<file path="src/shared/acs_pkg.sv">
package acs_pkg;
    // APB address width in bits
    localparam int ADDR_W = 12;

    // Register indices; byte address is four times the index
    localparam logic [11:0] IDX_CTRL0 = 12'h097;
    localparam logic [11:0] IDX_CLKDIV = 12'h098;
    localparam logic [11:0] IDX_CHSEL = 12'h099;
    localparam logic [11:0] IDX_IRQ_STATUS = 12'h09A;
    localparam logic [11:0] IDX_IRQ_MASK = 12'h09B;
    localparam logic [11:0] IDX_STATE = 12'h09C;

    localparam logic [11:0] ADDR_CTRL0 = IDX_CTRL0 << 2;
    localparam logic [11:0] ADDR_CLKDIV = IDX_CLKDIV << 2;
    localparam logic [11:0] ADDR_CHSEL = IDX_CHSEL << 2;
    localparam logic [11:0] ADDR_IRQ_STATUS = IDX_IRQ_STATUS << 2;
    localparam logic [11:0] ADDR_IRQ_MASK = IDX_IRQ_MASK << 2;
    localparam logic [11:0] ADDR_STATE = IDX_STATE << 2;

    // converter_control_zero field positions
    localparam int BIT_MODE_LO = 0;
    localparam int BIT_MODE_HI = 1;
    localparam int BIT_ENABLE = 2;
    localparam int BIT_DONE = 3;
    localparam int BIT_EDGE = 4;
    localparam int BIT_TIMER = 5;
    localparam int BIT_COMP_IE = 6;
    localparam int BIT_BND_IE = 7;

    // Start modes
    localparam logic [1:0] MODE_TIMER_STOP = 2'h0;
    localparam logic [1:0] MODE_IMMEDIATE = 2'h1;
    localparam logic [1:0] MODE_EDGE = 2'h2;
    localparam logic [1:0] MODE_RESERVED = 2'h3;

    // Event status bits
    localparam int IRQ_DONE = 0;
    localparam int IRQ_BOUNDARY = 1;
    localparam int IRQ_IGNORED = 2;
    localparam int IRQ_W = 3;

    localparam int NUM_CH = 8;
    localparam int DIV_W = 3;

    // Reset values
    localparam logic [7:0] RST_CTRL0 = 8'h00;
    localparam logic [2:0] RST_CLKDIV = 3'h0;
    localparam logic [7:0] RST_CHSEL = 8'h00;
    localparam logic [2:0] RST_IRQ = 3'h0;

    // Converter clock window that software must respect
    localparam int CORE_CLK_HZ = 100000000;
    localparam int CONV_CLK_MIN_HZ = 320000;
    localparam int CONV_CLK_MAX_HZ = 9000000;

    typedef enum logic [1:0] {
        ACS_IDLE = 2'b01,
        ACS_BUSY = 2'b10
    } acs_state_t;
endpackage

</file>
<file path="src/verilog/acs_clkdiv.sv">
`timescale 1ns/1ns
`default_nettype none
module acs_clkdiv
    import acs_pkg::*;
(
    input wire logic ref_clk, // Core clock
    input wire logic reset_n, // Async reset
    input wire logic run, // Divider enable
    input wire logic [DIV_W-1:0] div_code, // Divide by code plus one
    output logic tick // Converter clock enable pulse
);
    logic [DIV_W-1:0] count_r;

    always_ff @(posedge ref_clk or negedge reset_n) begin
        if (!reset_n) begin
            count_r <= '0;
            tick <= 1'b0;
        end else if (!run) begin
            count_r <= '0;
            tick <= 1'b0;
        end else if (count_r >= div_code) begin // [RL1]
            count_r <= '0;
            tick <= 1'b1;
        end else begin
            count_r <= count_r + 3'h1;
            tick <= 1'b0;
        end
    end
endmodule
`default_nettype wire

</file>
<file path="src/verilog/acs_top.sv">
// What this block does
// [RL1] The converter clock enable is the core clock divided by a chosen ratio of one to eight.
// [RL2] Software picks a ratio that keeps the converter clock inside its allowed frequency window; the divider gives 12.5 MHz or more, over the 9 MHz limit.
// [RL3] A pin's digital input is cut off while its channel is selected and the converter is on.
// [RL4] A pin is reduced-tolerance only when selected, converter on and chip not powered down.
// [RL5] In idle the converter keeps running and a completion interrupt raises a wake-up.
// [RL6] No conversion runs in power-down or total power-down.
// [RL7] Start mode 00 starts on each timer-0 overflow when the timer bit is set, else stops.
// [RL8] Start mode 01 starts a conversion right after the field is written.
// [RL9] Start mode 10 starts a conversion on the chosen edge of the external trigger pin.
// [RL10] The edge bit picks falling edge when zero and rising edge when one.
// [RL11] The enable bit powers the converter; clear, the converter stays powered down.
// [RL12] The done flag is set at every finished conversion and only a written zero clears it.
// [RL13] Done flag with its enable and the global enable requests an interrupt.
// [RL14] Boundary flag with its enable and the global enable requests an interrupt.
// [RL15] Timer and edge triggers are ignored while a conversion is in progress.
// [RL16] Clearing the start mode, and the timer bit, stops further conversions.
// [RL17] Start mode 11 acts as stop mode.
`timescale 1ns/1ns
`default_nettype none
module acs_top
    import acs_pkg::*;
(
    input wire logic ref_clk, // Core clock, 100 MHz
    input wire logic reset_n, // Async reset, active low
    input wire logic psel, // APB select
    input wire logic penable, // APB enable
    input wire logic pwrite, // APB direction
    input wire logic [ADDR_W-1:0] paddr, // APB byte address
    input wire logic [31:0] pwdata, // APB write data
    output logic [31:0] prdata, // APB read data
    output logic pready, // APB ready
    output logic pslverr, // APB error on unmapped address
    input wire logic timer0_overflow, // Timer 0 overflow pulse
    input wire logic external_trigger_pin, // External start pin level
    input wire logic conv_done, // Conversion or set finished pulse
    input wire logic boundary_flag, // Boundary flag level
    input wire logic global_irq_enable, // Converter global interrupt enable
    input wire logic idle_mode, // Chip is idle
    input wire logic power_down, // Chip in power-down
    input wire logic total_power_down, // Chip in total power-down
    output logic conv_start, // Start conversion pulse
    output logic conv_abort, // Abort conversion pulse
    output logic conv_clk_en, // Converter clock enable pulse
    output logic converter_powered, // Converter analog power on
    output logic [NUM_CH-1:0] digital_input_disable, // Per-pin input cut-off
    output logic [NUM_CH-1:0] low_tolerance, // Per-pin reduced tolerance
    output logic adc_irq_req, // Completion or boundary interrupt
    output logic idle_wakeup, // Wake from idle
    output logic irq // Masked event interrupt
);
    logic [7:0] ctrl_r;
    logic [DIV_W-1:0] clkdiv_r;
    logic [NUM_CH-1:0] chsel_r;
    logic [IRQ_W-1:0] irq_status_r;
    logic [IRQ_W-1:0] irq_mask_r;
    logic [IRQ_W-1:0] irq_status_nxt;
    logic [31:0] rd_nxt;
    logic done_nxt;
    logic imm_pend_r;
    logic pin_prev_r;
    logic pin_primed_r;
    logic bnd_prev_r;
    acs_state_t state_r;

    logic addr_hit;
    logic apb_wr;
    logic wr_ctrl;
    logic [1:0] mode;
    logic enabled;
    logic powered_down;
    logic can_run;
    logic stop_mode;
    logic pin_rise;
    logic pin_fall;
    logic trig_timer;
    logic trig_edge;
    logic trig_any;
    logic start_cond;
    logic stop_cond;

    // Bus decode; zero wait states so every access ends in its first access cycle
    always_comb begin
        unique case (paddr)
            ADDR_CTRL0, ADDR_CLKDIV, ADDR_CHSEL,
            ADDR_IRQ_STATUS, ADDR_IRQ_MASK, ADDR_STATE: addr_hit = 1'b1;
            default: addr_hit = 1'b0;
        endcase
    end

    assign pready = 1'b1;
    assign pslverr = psel & penable & ~addr_hit;
    assign apb_wr = psel & penable & pwrite & addr_hit;
    assign wr_ctrl = apb_wr & (paddr == ADDR_CTRL0);

    always_comb begin
        rd_nxt = 32'h0;
        unique case (paddr)
            ADDR_CTRL0: rd_nxt[7:0] = ctrl_r;
            ADDR_CLKDIV: rd_nxt[DIV_W-1:0] = clkdiv_r;
            ADDR_CHSEL: rd_nxt[NUM_CH-1:0] = chsel_r;
            ADDR_IRQ_STATUS: rd_nxt[IRQ_W-1:0] = irq_status_r;
            ADDR_IRQ_MASK: rd_nxt[IRQ_W-1:0] = irq_mask_r;
            ADDR_STATE: rd_nxt[0] = (state_r == ACS_BUSY);
            default: rd_nxt = 32'h0;
        endcase
    end

    // Read data captured in the setup cycle so it comes from a flop
    always_ff @(posedge ref_clk or negedge reset_n) begin
        if (!reset_n) begin
            prdata <= 32'h0;
        end else if (psel && !penable && !pwrite) begin
            prdata <= rd_nxt;
        end
    end

    // Completion flag: hardware set beats a software clear in the same cycle
    assign done_nxt = conv_done | (ctrl_r[BIT_DONE] & ~(wr_ctrl & ~pwdata[BIT_DONE])); // [RL12]

    always_ff @(posedge ref_clk or negedge reset_n) begin
        if (!reset_n) begin
            ctrl_r <= RST_CTRL0;
        end else begin
            if (wr_ctrl) begin
                ctrl_r <= pwdata[7:0];
            end
            ctrl_r[BIT_DONE] <= done_nxt; // [RL12]
        end
    end

    always_ff @(posedge ref_clk or negedge reset_n) begin
        if (!reset_n) begin
            clkdiv_r <= RST_CLKDIV;
            chsel_r <= RST_CHSEL;
            irq_mask_r <= RST_IRQ;
        end else if (apb_wr) begin
            if (paddr == ADDR_CLKDIV) begin
                clkdiv_r <= pwdata[DIV_W-1:0];
            end
            if (paddr == ADDR_CHSEL) begin
                chsel_r <= pwdata[NUM_CH-1:0];
            end
            if (paddr == ADDR_IRQ_MASK) begin
                irq_mask_r <= pwdata[IRQ_W-1:0];
            end
        end
    end

    // Immediate start is armed by the write itself, not by the mode staying 01
    always_ff @(posedge ref_clk or negedge reset_n) begin
        if (!reset_n) begin
            imm_pend_r <= 1'b0;
        end else begin
            imm_pend_r <= wr_ctrl && (pwdata[1:0] == MODE_IMMEDIATE); // [RL8]
        end
    end

    assign mode = ctrl_r[BIT_MODE_HI:BIT_MODE_LO];
    assign enabled = ctrl_r[BIT_ENABLE];
    assign powered_down = power_down | total_power_down;
    assign can_run = enabled & ~powered_down; // [RL6] [RL11]
    assign stop_mode = ((mode == MODE_TIMER_STOP) & ~ctrl_r[BIT_TIMER])
        | (mode == MODE_RESERVED); // [RL16] [RL17]

    // Edge detector; primed flag avoids a false edge from the reset value
    always_ff @(posedge ref_clk or negedge reset_n) begin
        if (!reset_n) begin
            pin_prev_r <= 1'b0;
            pin_primed_r <= 1'b0;
            bnd_prev_r <= 1'b0;
        end else begin
            pin_prev_r <= external_trigger_pin;
            pin_primed_r <= 1'b1;
            bnd_prev_r <= boundary_flag;
        end
    end

    assign pin_rise = pin_primed_r & external_trigger_pin & ~pin_prev_r;
    assign pin_fall = pin_primed_r & ~external_trigger_pin & pin_prev_r;
    assign trig_timer = (mode == MODE_TIMER_STOP) & ctrl_r[BIT_TIMER] & timer0_overflow; // [RL7]
    assign trig_edge = (mode == MODE_EDGE)
        & (ctrl_r[BIT_EDGE] ? pin_rise : pin_fall); // [RL9] [RL10]
    assign trig_any = trig_timer | trig_edge;
    assign start_cond = (state_r == ACS_IDLE) & can_run
        & (trig_any | (imm_pend_r & (mode == MODE_IMMEDIATE))); // [RL15]
    assign stop_cond = stop_mode | ~can_run; // [RL16]

    always_ff @(posedge ref_clk or negedge reset_n) begin
        if (!reset_n) begin
            state_r <= ACS_IDLE;
            conv_start <= 1'b0;
            conv_abort <= 1'b0;
        end else begin
            conv_start <= start_cond;
            conv_abort <= 1'b0;
            unique case (state_r)
                ACS_IDLE: begin
                    if (start_cond) begin
                        state_r <= ACS_BUSY;
                    end
                end
                ACS_BUSY: begin
                    if (conv_done) begin
                        state_r <= ACS_IDLE;
                    end else if (stop_cond) begin
                        state_r <= ACS_IDLE; // [RL16] [RL6]
                        conv_abort <= 1'b1;
                    end
                end
            endcase
        end
    end

    acs_clkdiv u_clkdiv (
        .ref_clk(ref_clk),
        .reset_n(reset_n),
        .run(can_run),
        .div_code(clkdiv_r),
        .tick(conv_clk_en)
    );

    genvar gi;
    generate
        for (gi = 0; gi < NUM_CH; gi++) begin : g_pin
            always_ff @(posedge ref_clk or negedge reset_n) begin
                if (!reset_n) begin
                    digital_input_disable[gi] <= 1'b0;
                    low_tolerance[gi] <= 1'b0;
                end else begin
                    digital_input_disable[gi] <= chsel_r[gi] & enabled; // [RL3]
                    low_tolerance[gi] <= chsel_r[gi] & can_run; // [RL4]
                end
            end
        end
    endgenerate

    always_ff @(posedge ref_clk or negedge reset_n) begin
        if (!reset_n) begin
            converter_powered <= 1'b0;
            adc_irq_req <= 1'b0;
            idle_wakeup <= 1'b0;
        end else begin
            converter_powered <= can_run; // [RL11]
            adc_irq_req <= global_irq_enable
                & ((ctrl_r[BIT_DONE] & ctrl_r[BIT_COMP_IE]) // [RL13]
                | (boundary_flag & ctrl_r[BIT_BND_IE])); // [RL14]
            idle_wakeup <= idle_mode & global_irq_enable
                & ctrl_r[BIT_DONE] & ctrl_r[BIT_COMP_IE]; // [RL5]
        end
    end

    // Event status, write one to clear; a new event wins over the clear
    always_comb begin
        irq_status_nxt = irq_status_r;
        if (apb_wr && (paddr == ADDR_IRQ_STATUS)) begin
            irq_status_nxt = irq_status_r & ~pwdata[IRQ_W-1:0];
        end
        if (conv_done) begin
            irq_status_nxt[IRQ_DONE] = 1'b1;
        end
        if (boundary_flag && !bnd_prev_r) begin
            irq_status_nxt[IRQ_BOUNDARY] = 1'b1;
        end
        if ((state_r == ACS_BUSY) && trig_any) begin
            irq_status_nxt[IRQ_IGNORED] = 1'b1;
        end
    end

    always_ff @(posedge ref_clk or negedge reset_n) begin
        if (!reset_n) begin
            irq_status_r <= RST_IRQ;
            irq <= 1'b0;
        end else begin
            irq_status_r <= irq_status_nxt;
            irq <= |(irq_status_r & irq_mask_r);
        end
    end
endmodule
`default_nettype wire

</file>
<file path="config.mk">
export PLATFORM = sky130hd
export DESIGN_NAME = acs_top
export DESIGN_NICKNAME = d
export VERILOG_FILES = /design/src/shared/acs_pkg.sv /design/src/verilog/acs_clkdiv.sv /design/src/verilog/acs_top.sv
export SDC_FILE = /design/constraint.sdc
export NUM_CORES = 1
export LEC_CHECK = 0
export BUFFER_PORTS_ARGS = -buffer_cell sky130_fd_sc_hd__buf_2
export CORE_UTILIZATION = 49
export DETAILED_ROUTE_END_ITERATION = 7
export GPL_TIMING_DRIVEN = 0
export PLACE_DENSITY = 0.8
export SLEW_MARGIN = 20
export SYNTH_ARGS = -nofsm -noshare
export SYNTH_HDL_FRONTEND = slang
export SYNTH_HIERARCHICAL = 1
export SYNTH_SLANG_ARGS = --single-unit
</file>
<file path="constraint.sdc">
create_clock -name ref_clk -period 1.95 [get_ports ref_clk]
set_clock_uncertainty 0.05 [all_clocks]
set_input_delay 0.0975 -clock ref_clk [delete_from_list [all_inputs] [get_ports ref_clk]]
set_output_delay 0.0975 -clock ref_clk [all_outputs]
set_load 0.005 [all_outputs]
</file>
==> out/metrics.cfg, run 1 <==
[worst_hold_path]
worst_hold_path_type = primary input to flip-flop
whs_path_depth = 2
holdPathEnd = irq_mask_r[2]$_DFFE_PN0P_
hold_start = pwdata[2]

[global_route]
overflow = 0
track_usage = 0.215
antenna_found_initial = 0
grt_max_degree = 66
grt_pass1_vias = 2109
grt_pass1_wl_mm = 10.0

[synthesis]
yosysSeqAreaShare = 0.543
synth.top_cells.by_area = dfrtp_1, mux2_2, buf_4
post_synth.cell_area_avg_um2 = 12.0
synthCells = 249
synth_seq_cells = 65
netlist.area_leader.share = 0.534
netlist_area_um2 = 3000
synth_enable_flop_cells = 0
synthFlopType = dfrtp_1
yosys_warnings = 6
synthArstFlopShare = 1.00
synth.distinct_cells = 47
yosys.area.top_type = dfrtp_1

[finish]
fillCellCount = 479
layout-drive-gt1-share = 0.396
ff_latch_area_um2 = 1630
multi_input_area_um2 = 1220
utilization = 0.643
area_delta_synth_final_pct = 27.1
antennaDiodeCount = 0
final_cell_area_um2 = 3810
nNetsFinal = 420

[cts]
clkLatencyLatePin_ns = 0.35
cts_made_buffers = 9
htree_levels = 3
cts.clk_slew.worst_paths_ns = 0.08
cts_tree = built
numClockSinks = 65
cts_root_buf = clkbuf_8
cts.path.max_buffers = 2

[routing]
via_per_inst = 5.03
detailroute.via_count = 2207
wl_per_cell_um = 14.5
wl_mm = 6.38
drc = 0
dr.pass1.iters = 4
ant_nets = 0
drtIter0Drc = 123

[power]
powerDensity_nw_per_um2 = 722
leakage_uw = 0.00201
ir_worst_vdd_v = 0.000539
total_power_uw = 2750

[sta]
drv_slew = 0
fmax_mhz = 599
setup_violations = 0
tns_ns = 0
max_slew_margin = 0.457
hold_viol = 0
rsz0062_at_grt = no
finalCritPeriodShare = 0.856
worst_pin_slew_ns = 0.808
period_minus_slack_ns = 1.67

[worst_setup_path]
required_ns = 2.16
rr_worst_depth = 4
path_max_fanout = 4
crit_family = simple AND/OR/NAND/NOR gates
arrival_ns = 1.88
start_kind = flip-flop
rr_startpoint = ctrl_r[4]$_DFFE_PN0P_
r2r-end = conv_start$_DFF_PN0_
cp_slowest_cell = or3b_2
rrSetupSlack_ns = 0.28
worst-path-buf-inv = 0
end_kind = flip-flop
cp_cell_sequence = or3b_2 > a211oi_1 > o21ai_0 > nor2_1
slowest_delay_ns = 0.46
crit_type = flip-flop to flip-flop

[die]
die-area_um2 = 6430
core_area_um2 = 5920
io-pin-count = 114
die_h_um = 80.2
rows = 28
initial_utilization = 0.506
chipWidth_um = 80.2

[placement]
placed_area_um2 = 3500
port_buffers = 64
dpl.hpwl_mm = 4.53
gp_congestion = 0.878

[run_status]
status = complete, no violations

[run]
cap_violations = 0

cell usage in the layout, fill, tap and decap left out, drive strengths merged, types with 3 or more instances in the layout:
cell type	n
buf	90
clkbuf	13
dfrtp	64
clkinv	4
o21ai	9
nor3b	4
and2	23
nand2	13
nor2	12
nand3	4
nor2b	5
mux2	22
conb	26
nand3b	3
ha	4
nor3	4
a21oi	5
dlygate4sd3	11
inv	10
a221o	7
sequential cells by signal, indices dropped and copies added (netlist names), 2 cells and up:
| name | count |
|---|---|
| chsel_r | 8 |
| ctrl_r | 8 |
| digital_input_disable | 8 |
| low_tolerance | 8 |
| prdata | 8 |
| clkdiv_r | 3 |
| irq_mask_r | 3 |
| irq_status_r | 3 |
| u_clkdiv/count_r | 3 |
| state_r | 2 |
what timing repair did:
| action | in CTS | in global routing |
|---|---|---|
| gates resized for setup | 0 | 0 |
| hold endpoints to repair | 81 | 0 |
| buffers inserted | 0 | 0 |
| endpoints found under the setup margin | 0 | 0 |
| hold buffers | 11 | 0 |
through the flow:
stage / worst slack (ns) / std cells / hold WS, ns
finish: 0.281 / 439 / 0.0255
floorplan: 0.450 / 273 / -0.248
global placement: 0.0950 / 412 / 0.186
detailed placement: 0.0978 / 412 / 0.182
CTS: 0.289 / 439 / 0.0230
global route: 0.136 / 439 / 0.0253
routing by layer:
| layer | up-vias | global-route usage | routed length (um) |
|---|---|---|---|
| met4 | 0 | 0.116 | 190 |
| met1 | 1069 | 0.247 | 2550 |
| met2 | 74 | 0.368 | 3280 |
| met5 | - | 0 | 0 |
| met3 | 17 | 0.0511 | 361 |
| li1 | 1047 | - | - |
area by class of cell:
cell class	instances	share of cell area
Tap cell	75	0.0246
Inverter	9	0.00887
Sequential cell	65	0.428
Timing Repair Buffer	75	0.114
Clock buffer	9	0.0325
Clock inverter	7	0.0184
Buffer	30	0.0546
Multi-Input combinational cell	169	0.320
worst max path at each step:
stage	endpoint	startpoint	depth (start not counted)	slack [ns]
final	conv_start$_DFF_PN0_	ctrl_r[4]$_DFFE_PN0P_	4	0.28
after CTS	u_clkdiv/count_r[0]$_DFF_PN0_	ctrl_r[2]$_DFFE_PN0P_	4	0.29
after global routing	u_clkdiv/count_r[1]$_DFF_PN0_	ctrl_r[2]$_DFFE_PN0P_	4	0.14
after global placement	prdata[4]$_DFFE_PN0P_	paddr[1]	5	0.09
after detailed placement	prdata[4]$_DFFE_PN0P_	paddr[1]	5	0.1
after floorplan	state_r[0]$_DFFE_PN1P_	ctrl_r[4]$_DFFE_PN0P_	4	0.45
synthesized netlist by cell type, types with 2 or more instances:
cell type,number
and4bb_2,2
a221o_1,7
mux2_2,22
clkbuf_1,4
nand3b_1,3
a21oi_1,4
nor2_1,10
buf_4,25
inv_1,9
xnor2_1,2
nand3_1,4
nand2b_1,2
dfrtp_1,64
a31oi_1,2
nor2b_1,4
nor3b_1,4
a211oi_1,2
and2_1,23
nor2_2,2
mux4_2,2
ha_1,4
o21ai_0,8
a41oi_1,2
nand2_1,13
conb_1,2
nor3_1,2
power by group:
part	leakage [uW]	total, uW	switching (uW)	internal (uW)
registers	0.000882	1380	13.3	1370
clock network	0.0000994	1140	555	589
logic	0.00103	223	112	110
kinds of logic (layout without fill, tap and decap cells):
group | Yosys count | count (layout) | share of synthesized area
adders and majority gates | 4 | 4 | 0.0167
other | 2 | 26 | 0.00251
DFF | 65 | 65 | 0.543
xor gates and xnor gates | 2 | 2 | 0.00585
muxes | 25 | 25 | 0.101
and+or+nand+nor | 81 | 81 | 0.175
AOI/OAI and AO/OA | 31 | 31 | 0.0756
buffers and inverters | 39 | 130 | 0.0806
(Power assumes the default switching activity.)
==> run 2, diff against run 1 <==
CELL_PAD_IN_SITES_DETAIL_PLACEMENT = 0   (was default)
CELL_PAD_IN_SITES_GLOBAL_PLACEMENT = 2   (was default)
CORE_UTILIZATION = 30   (was 49)
PLACE_DENSITY = default   (was 0.8)
PLACE_DENSITY_LB_ADDON = 0.1   (was default)
==> run 2 against run 1 <==
Net effect: core utilization is 24 points lower; non-clock buffer count is 1 higher; sequential power is essentially flat; fmax shrank 4.9%; critical path type unchanged; critical endpoint is now u_clkdiv/count_r[0]$_DFF_PN0_; highest routed layer unchanged.
==> out/metrics.cfg, run 2 (synthesized netlist as in run 1, its figures left out) <==
[run_status]
status = complete, no violations

[routing]
via_per_inst = 4.25  ; -15%
detailroute.via_count = 2118  ; -4.0%
dr.pass1.iters = 4  ; unchanged
ant_nets = 0  ; unchanged
drtIter0Drc = 50  ; -59%
drc = 0  ; unchanged
wl_mm = 6.94  ; +8.8%
wl_per_cell_um = 13.9  ; -4.1%

[die]
die_h_um = 102  ; +27%
core_area_um2 = 9730  ; +64%
initial_utilization = 0.308  ; -0.198
chipWidth_um = 102  ; +27%
rows = 36  ; +29%
die-area_um2 = 10400  ; +62%
io-pin-count = 114  ; unchanged

[power]
leakage_uw = 0.00203  ; +1.1%
p_int_uw = 2240  ; +8.4%
p_switching_uw = 681  ; about the same
clockPowerShare = 0.449  ; +0.033
powerDensity_nw_per_um2 = 743  ; +2.9%
ir_worst_vdd_v = 0.000424  ; -21%
pwr-share-seq = 0.472  ; -0.031
p_sw_frac = 0.233  ; -0.0147
combPwrFrac = 0.079  ; -0.002

[placement]
placed_area_um2 = 3600  ; +2.6%
gp_congestion = 0.709  ; -19%
dpl.hpwl_mm = 5.04  ; +11%
port_buffers = 64  ; unchanged

[global_route]
grt_max_degree = 44  ; -33%
grt_pass1_vias = 2082  ; -1.3%
grt_pass1_wl_mm = 11.0  ; +10%
antenna_found_initial = 0  ; unchanged
track_usage = 0.146  ; -0.0687
overflow = 0  ; unchanged

[worst_setup_path]
slowest_delay_ns = 0.48  ; +0.02 ns
path_max_fanout = 12  ; +8
crit_type = flip-flop to flip-flop
rr_worst_depth = 4  ; unchanged
arrival_ns = 1.98  ; +0.10 ns
start_kind = flip-flop
rrSetupSlack_ns = 0.20  ; -0.09 ns
cp_slowest_cell = nor3b_1
cp_cell_sequence = nor3b_1 > clkbuf_1 > o211ai_2 > nor2_1
required_ns = 2.17  ; about the same
worst-path-buf-inv = 1  ; +1
r2r-end = u_clkdiv/count_r[0]$_DFF_PN0_
crit_family = simple AND/OR/NAND/NOR gates
end_kind = flip-flop
rr_startpoint = ctrl_r[2]$_DFFE_PN0P_

[finish]
layout_common_cells = buf_2, dfrtp_1, buf_4, conb_1, and2_1
multi_input_area_um2 = 1220  ; unchanged
final_cell_area_um2 = 3930  ; +3.3%
fillCellCount = 996  ; +110%
utilization = 0.404  ; -0.239
nNetsFinal = 421  ; +0.24%
ff_latch_area_um2 = 1630  ; unchanged
antennaDiodeCount = 0  ; unchanged
layout-drive-gt1-share = 0.397  ; +0.00166
area_delta_synth_final_pct = 31.3

[sta]
rsz0062_at_grt = no
period_minus_slack_ns = 1.75  ; +0.0855 ns
finalCritPeriodShare = 0.900  ; +0.0439
max_slew_margin = 0.364  ; -0.0929
setup_violations = 0  ; unchanged
fmax_mhz = 570  ; -4.9%
worst_pin_slew_ns = 0.946  ; +0.138 ns
hold_viol = 0  ; unchanged
drv_slew = 0  ; unchanged

[worst_hold_path]
worst_hold_path_type = primary input to flip-flop
hold_start = pwdata[2]
whs_path_depth = 2  ; unchanged
holdPathEnd = clkdiv_r[2]$_DFFE_PN0P_

[cts]
htree_levels = 3  ; unchanged
cts_resized = 0  ; unchanged
cts_tree = built
numClockSinks = 65  ; unchanged
cts.clk_slew.worst_paths_ns = 0.07  ; about the same
cts.path.max_buffers = 2  ; unchanged
clkLatencyLatePin_ns = 0.34  ; about the same
cts_root_buf = clkbuf_8
cts_made_buffers = 9  ; unchanged

[run]
cap_violations = 0  ; unchanged

run 2: cell count changes in the layout (fill, tap and decap cells not counted):
cell and delta:
bufinv_16 +1, clkbuf_8 +1, clkinv_2 -2, buf_12 +1
run 2: area by class of cell:
class | count | area share
Multi-Input combinational cell | 169 | 0.309
Inverter | 9 | 0.00859
Tap cell | 133 | 0.0423
Clock buffer | 10 | 0.0350
Clock inverter | 6 | 0.0229
Timing Repair Buffer | 76 | 0.115
Buffer | 30 | 0.0528
Sequential cell | 65 | 0.414
run 2: timing repair:
| action | in CTS | in global routing |
|---|---|---|
| buffers inserted | 0 | 0 |
| hold buffers | 11 | 0 |
| hold endpoints to repair | 82 | 0 |
run 2: layer usage:
metal / vias to the layer above / global-route usage / routed length (um)
met3: 8 / 0.0294 / 280
met2: 55 / 0.229 / 3190
met5: - / 0 / 0
met1: 1012 / 0.195 / 3370
met4: 0 / 0.0659 / 97
li1: 1043 / - / -
run 2: worst max-delay path by stage:
stage | depth (start not counted) | from | slack [ns] | end
after floorplan | 4 | ctrl_r[4]$_DFFE_PN0P_ | 0.45 | state_r[0]$_DFFE_PN1P_
after global placement | 5 | paddr[1] | -0.06 | prdata[4]$_DFFE_PN0P_
after detailed placement | 5 | paddr[1] | -0.09 | prdata[4]$_DFFE_PN0P_
after CTS | 4 | ctrl_r[2]$_DFFE_PN0P_ | 0.20 | u_clkdiv/count_r[0]$_DFF_PN0_
after global routing | 4 | ctrl_r[2]$_DFFE_PN0P_ | 0.009 | u_clkdiv/count_r[2]$_DFF_PN0_
final | 4 | ctrl_r[2]$_DFFE_PN0P_ | 0.20 | u_clkdiv/count_r[0]$_DFF_PN0_
run 2: per-stage QoR:
stage          setup TNS, ns  hold WS, ns  instances  setup slack (ns)  total power, uW
3_3_place_gp          -0.216        0.196        470           -0.0586             1610
5_1_grt                    0       0.0425        498           0.00884             3030
3_5_place_dp          -0.386      -0.0242        471           -0.0939             1620
2_1_floorplan              0       -0.248        273             0.450             1520
6_report                   0       0.0361        498             0.196             2920
4_1_cts                    0       0.0246        498             0.196             2950
run 2: power by group through the flow:
stage | combinational, uW | clock [uW] | sequential (uW)
floorplan | 115 | 0 | 1400
global placement | 206 | 0 | 1410
detailed placement | 214 | 0 | 1410
CTS | 232 | 1340 | 1380
global route | 258 | 1390 | 1380
finish | 230 | 1310 | 1380
run 2: worst register-to-register path, cell delays in order (launching register included):
cell and delay, ns:
dfrtp_1 0.34, nor3b_1 0.48, clkbuf_1 0.48, o211ai_2 0.21, nor2_1 0.13
==> run 3, diff against run 2 <==
ABC_AREA = 1   (was default)
CORE_ASPECT_RATIO = 0.6   (was default)
CORE_UTILIZATION = 28   (was 30)
==> run 3 against run 2 <==
Net effect: via count rose by 17%; fmax rose by 7.9%; final cell count rose by 24%; total power rose by 13%; worst hold slack got worse by 0.033 ns; die area rose by 15%; global-route usage fell by 0.77 points; critical path depth did not move; sequential share of layout area fell by 2.9 points; core utilization fell by 1.6 points; critical path type unchanged.
==> out/metrics.cfg, run 3 <==
[synthesis]
synth_seq_cells = 65  ; unchanged
synth.top_cells.by_area = dfrtp_1, nand2_1, inv_1
yosys.area.top_type = dfrtp_1
netlist_area_um2 = 3220  ; +7.6%
synthFlopType = dfrtp_1
yosysMostFrequentCell = nand2_1
synthArstFlopShare = 1.00  ; unchanged
synth.distinct_cells = 36  ; -23%
synthTopCellsByCount = nand2_1, dfrtp_1, inv_1
yosysSeqAreaShare = 0.505  ; -0.0384
post_synth.cell_area_avg_um2 = 8.83  ; -27%
synth_enable_flop_cells = 0  ; unchanged
yosys_warnings = 6  ; unchanged
netlist.area_leader.share = 0.497  ; -0.0377
synthCells = 365  ; +47%

[global_route]
track_usage = 0.138  ; -0.00775
overflow = 0  ; unchanged
grt_max_degree = 54  ; +23%
grt_pass1_vias = 2384  ; +15%
grt_pass1_wl_mm = 12.3  ; +11%
antenna_found_initial = 0  ; unchanged

[power]
ir_worst_vdd_v = 0.000427  ; +0.83%
powerDensity_nw_per_um2 = 780  ; +5.0%
leakage_uw = 0.00244  ; +20%
total_power_uw = 3300  ; +13%

[finish]
antennaDiodeCount = 0  ; unchanged
layout-drive-gt1-share = 0.317  ; -0.0799
utilization = 0.389  ; -0.0158
fillCellCount = 1142  ; +15%
final_cells = 618  ; +24%
nNetsFinal = 535  ; +27%
layout_commonest_cell = nand2_1
area_delta_synth_final_pct = 31.2  ; about the same
layout_common_cells = nand2_1, inv_1, buf_2, dfrtp_1, nor2_1

[worst_hold_path]
worst_hold_path_type = primary input to flip-flop
hold_start = pwdata[4]

[sta]
setup_violations = 0  ; unchanged
rsz0062_at_grt = no
drv_slew = 0  ; unchanged
setup_ws_ns = 0.324  ; +0.128 ns
tns_ns = 0  ; unchanged
period_minus_slack_ns = 1.63  ; -0.128 ns
fmax_mhz = 615  ; +7.9%
finalCritPeriodShare = 0.834  ; -0.0657
hold_viol = 0  ; unchanged

[cts]
cts.clk_slew.worst_paths_ns = 0.05  ; -0.02 ns
htree_levels = 3  ; unchanged
cts_made_buffers = 9  ; unchanged
clkLatencyLatePin_ns = 0.33  ; about the same
cts_root_buf = clkbuf_16
cts_tree = built
numClockSinks = 65  ; unchanged
cts.path.max_buffers = 2  ; unchanged
cts_setup_buffers = 0  ; unchanged

[worst_setup_path]
crit_type = flip-flop to flip-flop
rr_startpoint = ctrl_r[2]$_DFFE_PN0P_
cp-startpoint = ctrl_r[2]$_DFFE_PN0P_
path_max_fanout = 10  ; -2
start_kind = flip-flop
end_kind = flip-flop
required_ns = 2.16  ; about the same
arrival_ns = 1.83  ; -0.15 ns

[placement]
pre_cts_ws_ns = 0.439  ; +0.533 ns
dpl.hpwl_mm = 5.94  ; +18%
gp_congestion = 0.741  ; +4.5%
port_buffers = 64  ; unchanged
dp.cells = 593  ; +26%

[die]
initial_utilization = 0.296  ; -0.0118
io-pin-count = 114  ; unchanged
core_area_um2 = 10900  ; +12%
chipWidth_um = 141  ; +38%
rows = 29  ; -19%
die-area_um2 = 12000  ; +15%
die_h_um = 85.1  ; -17%

[routing]
wl_per_cell_um = 12.2  ; -13%
ant_nets = 0  ; unchanged
detailroute.via_count = 2475  ; +17%
drtIter0Drc = 123  ; +150%
via_per_inst = 4.00  ; -5.8%
drc = 0  ; unchanged
wl_mm = 7.53  ; +8.5%
dr.pass1.iters = 4  ; unchanged

[run]
cap_violations = 0  ; unchanged

[run_status]
status = complete, no violations

## run 3: cell count changes after synthesis, sizes merged, moves of 14 or more
cell,delta
and2,-23
nand2,+73
inv,+61
nor2,+29
o21ai,+14
mux2,-21
## run 3: area by class of cell
| class | count | area [um2] | area share |
|---|---|---|---|
| plain buffers | 29 | 223 | 0.0527 |
| clock buffers | 13 | 260 | 0.0615 |
| clock inverters | 3 | 40.0 | 0.00947 |
| inverters | 71 | 268 | 0.0633 |
| multi-input cells | 224 | 1200 | 0.283 |
| flip-flops and latches | 65 | 1630 | 0.385 |
| well taps | 139 | 174 | 0.0411 |
| repair buffers | 74 | 440 | 0.104 |
## run 3: timing repair
action,CTS,global route
resized for setup,0,0
hold buffers,9,0
endpoints found under the hold margin,72,0
## run 3: worst paths after layout
kind	endpoint	slack (ns)	cells past startpoint
setup / recovery	converter_powered$_DFF_PN0_	0.32	4
hold / removal	chsel_r[4]$_DFFE_PN0P_	0.003	3
setup reg to reg	converter_powered$_DFF_PN0_	0.32	4
hold reg to reg	irq_status_r[0]$_DFFE_PN0P_	0.42	2
max in group asynchronous	state_r[0]$_DFFE_PN1P_	1.17	3
min in group asynchronous	prdata[6]$_DFFE_PN0P_	0.11	2
## run 3: cells by family (layout without fill, tap and decap cells)
| group | count (synthesis) | count (layout) | share of synthesized area |
|---|---|---|---|
| AOI/OAI and AO/OA | 41 | 41 | 0.0861 |
| adders and majority gates | 4 | 4 | 0.0155 |
| buffers and inverters | 100 | 190 | 0.152 |
| DFF | 65 | 65 | 0.505 |
| muxes | 5 | 5 | 0.0171 |
| other | 2 | 26 | 0.00233 |
| and+or+nand+nor | 148 | 148 | 0.222 |
## run 3: where the power goes
part	internal [uW]	total [uW]	switching (uW)	leakage, uW
clock	1050	1600	550	0.000150
sequential	1390	1420	21.1	0.000850
combinational	127	277	151	0.00144
total	2580	3300	722	0.00244
## run 3: critical path, stage by stage, from the launching register on
cell	delay, ns
dfrtp_1	0.32
buf_4	0.17
inv_2	0.07
nor3_4	0.30
dlygate4sd3_1	0.65
## run 3: metal layers
layer | share of wire | global-route usage | up-vias
met5 | 0 | 0 | -
met4 | 0.0077 | 0.0415 | 0
met3 | 0.056 | 0.0429 | 5
met2 | 0.38 | 0.189 | 59
met1 | 0.56 | 0.206 | 1128
li1 | - | - | 1283
## run 3: through the flow
stage	hold WS (ns)	cell area [um2]
finish	0.00296	4230
CTS	0.000696	4230
global route	0.0118	4230
detailed placement	-0.0902	3840
floorplan	-0.248	3310
global placement	0.186	3810
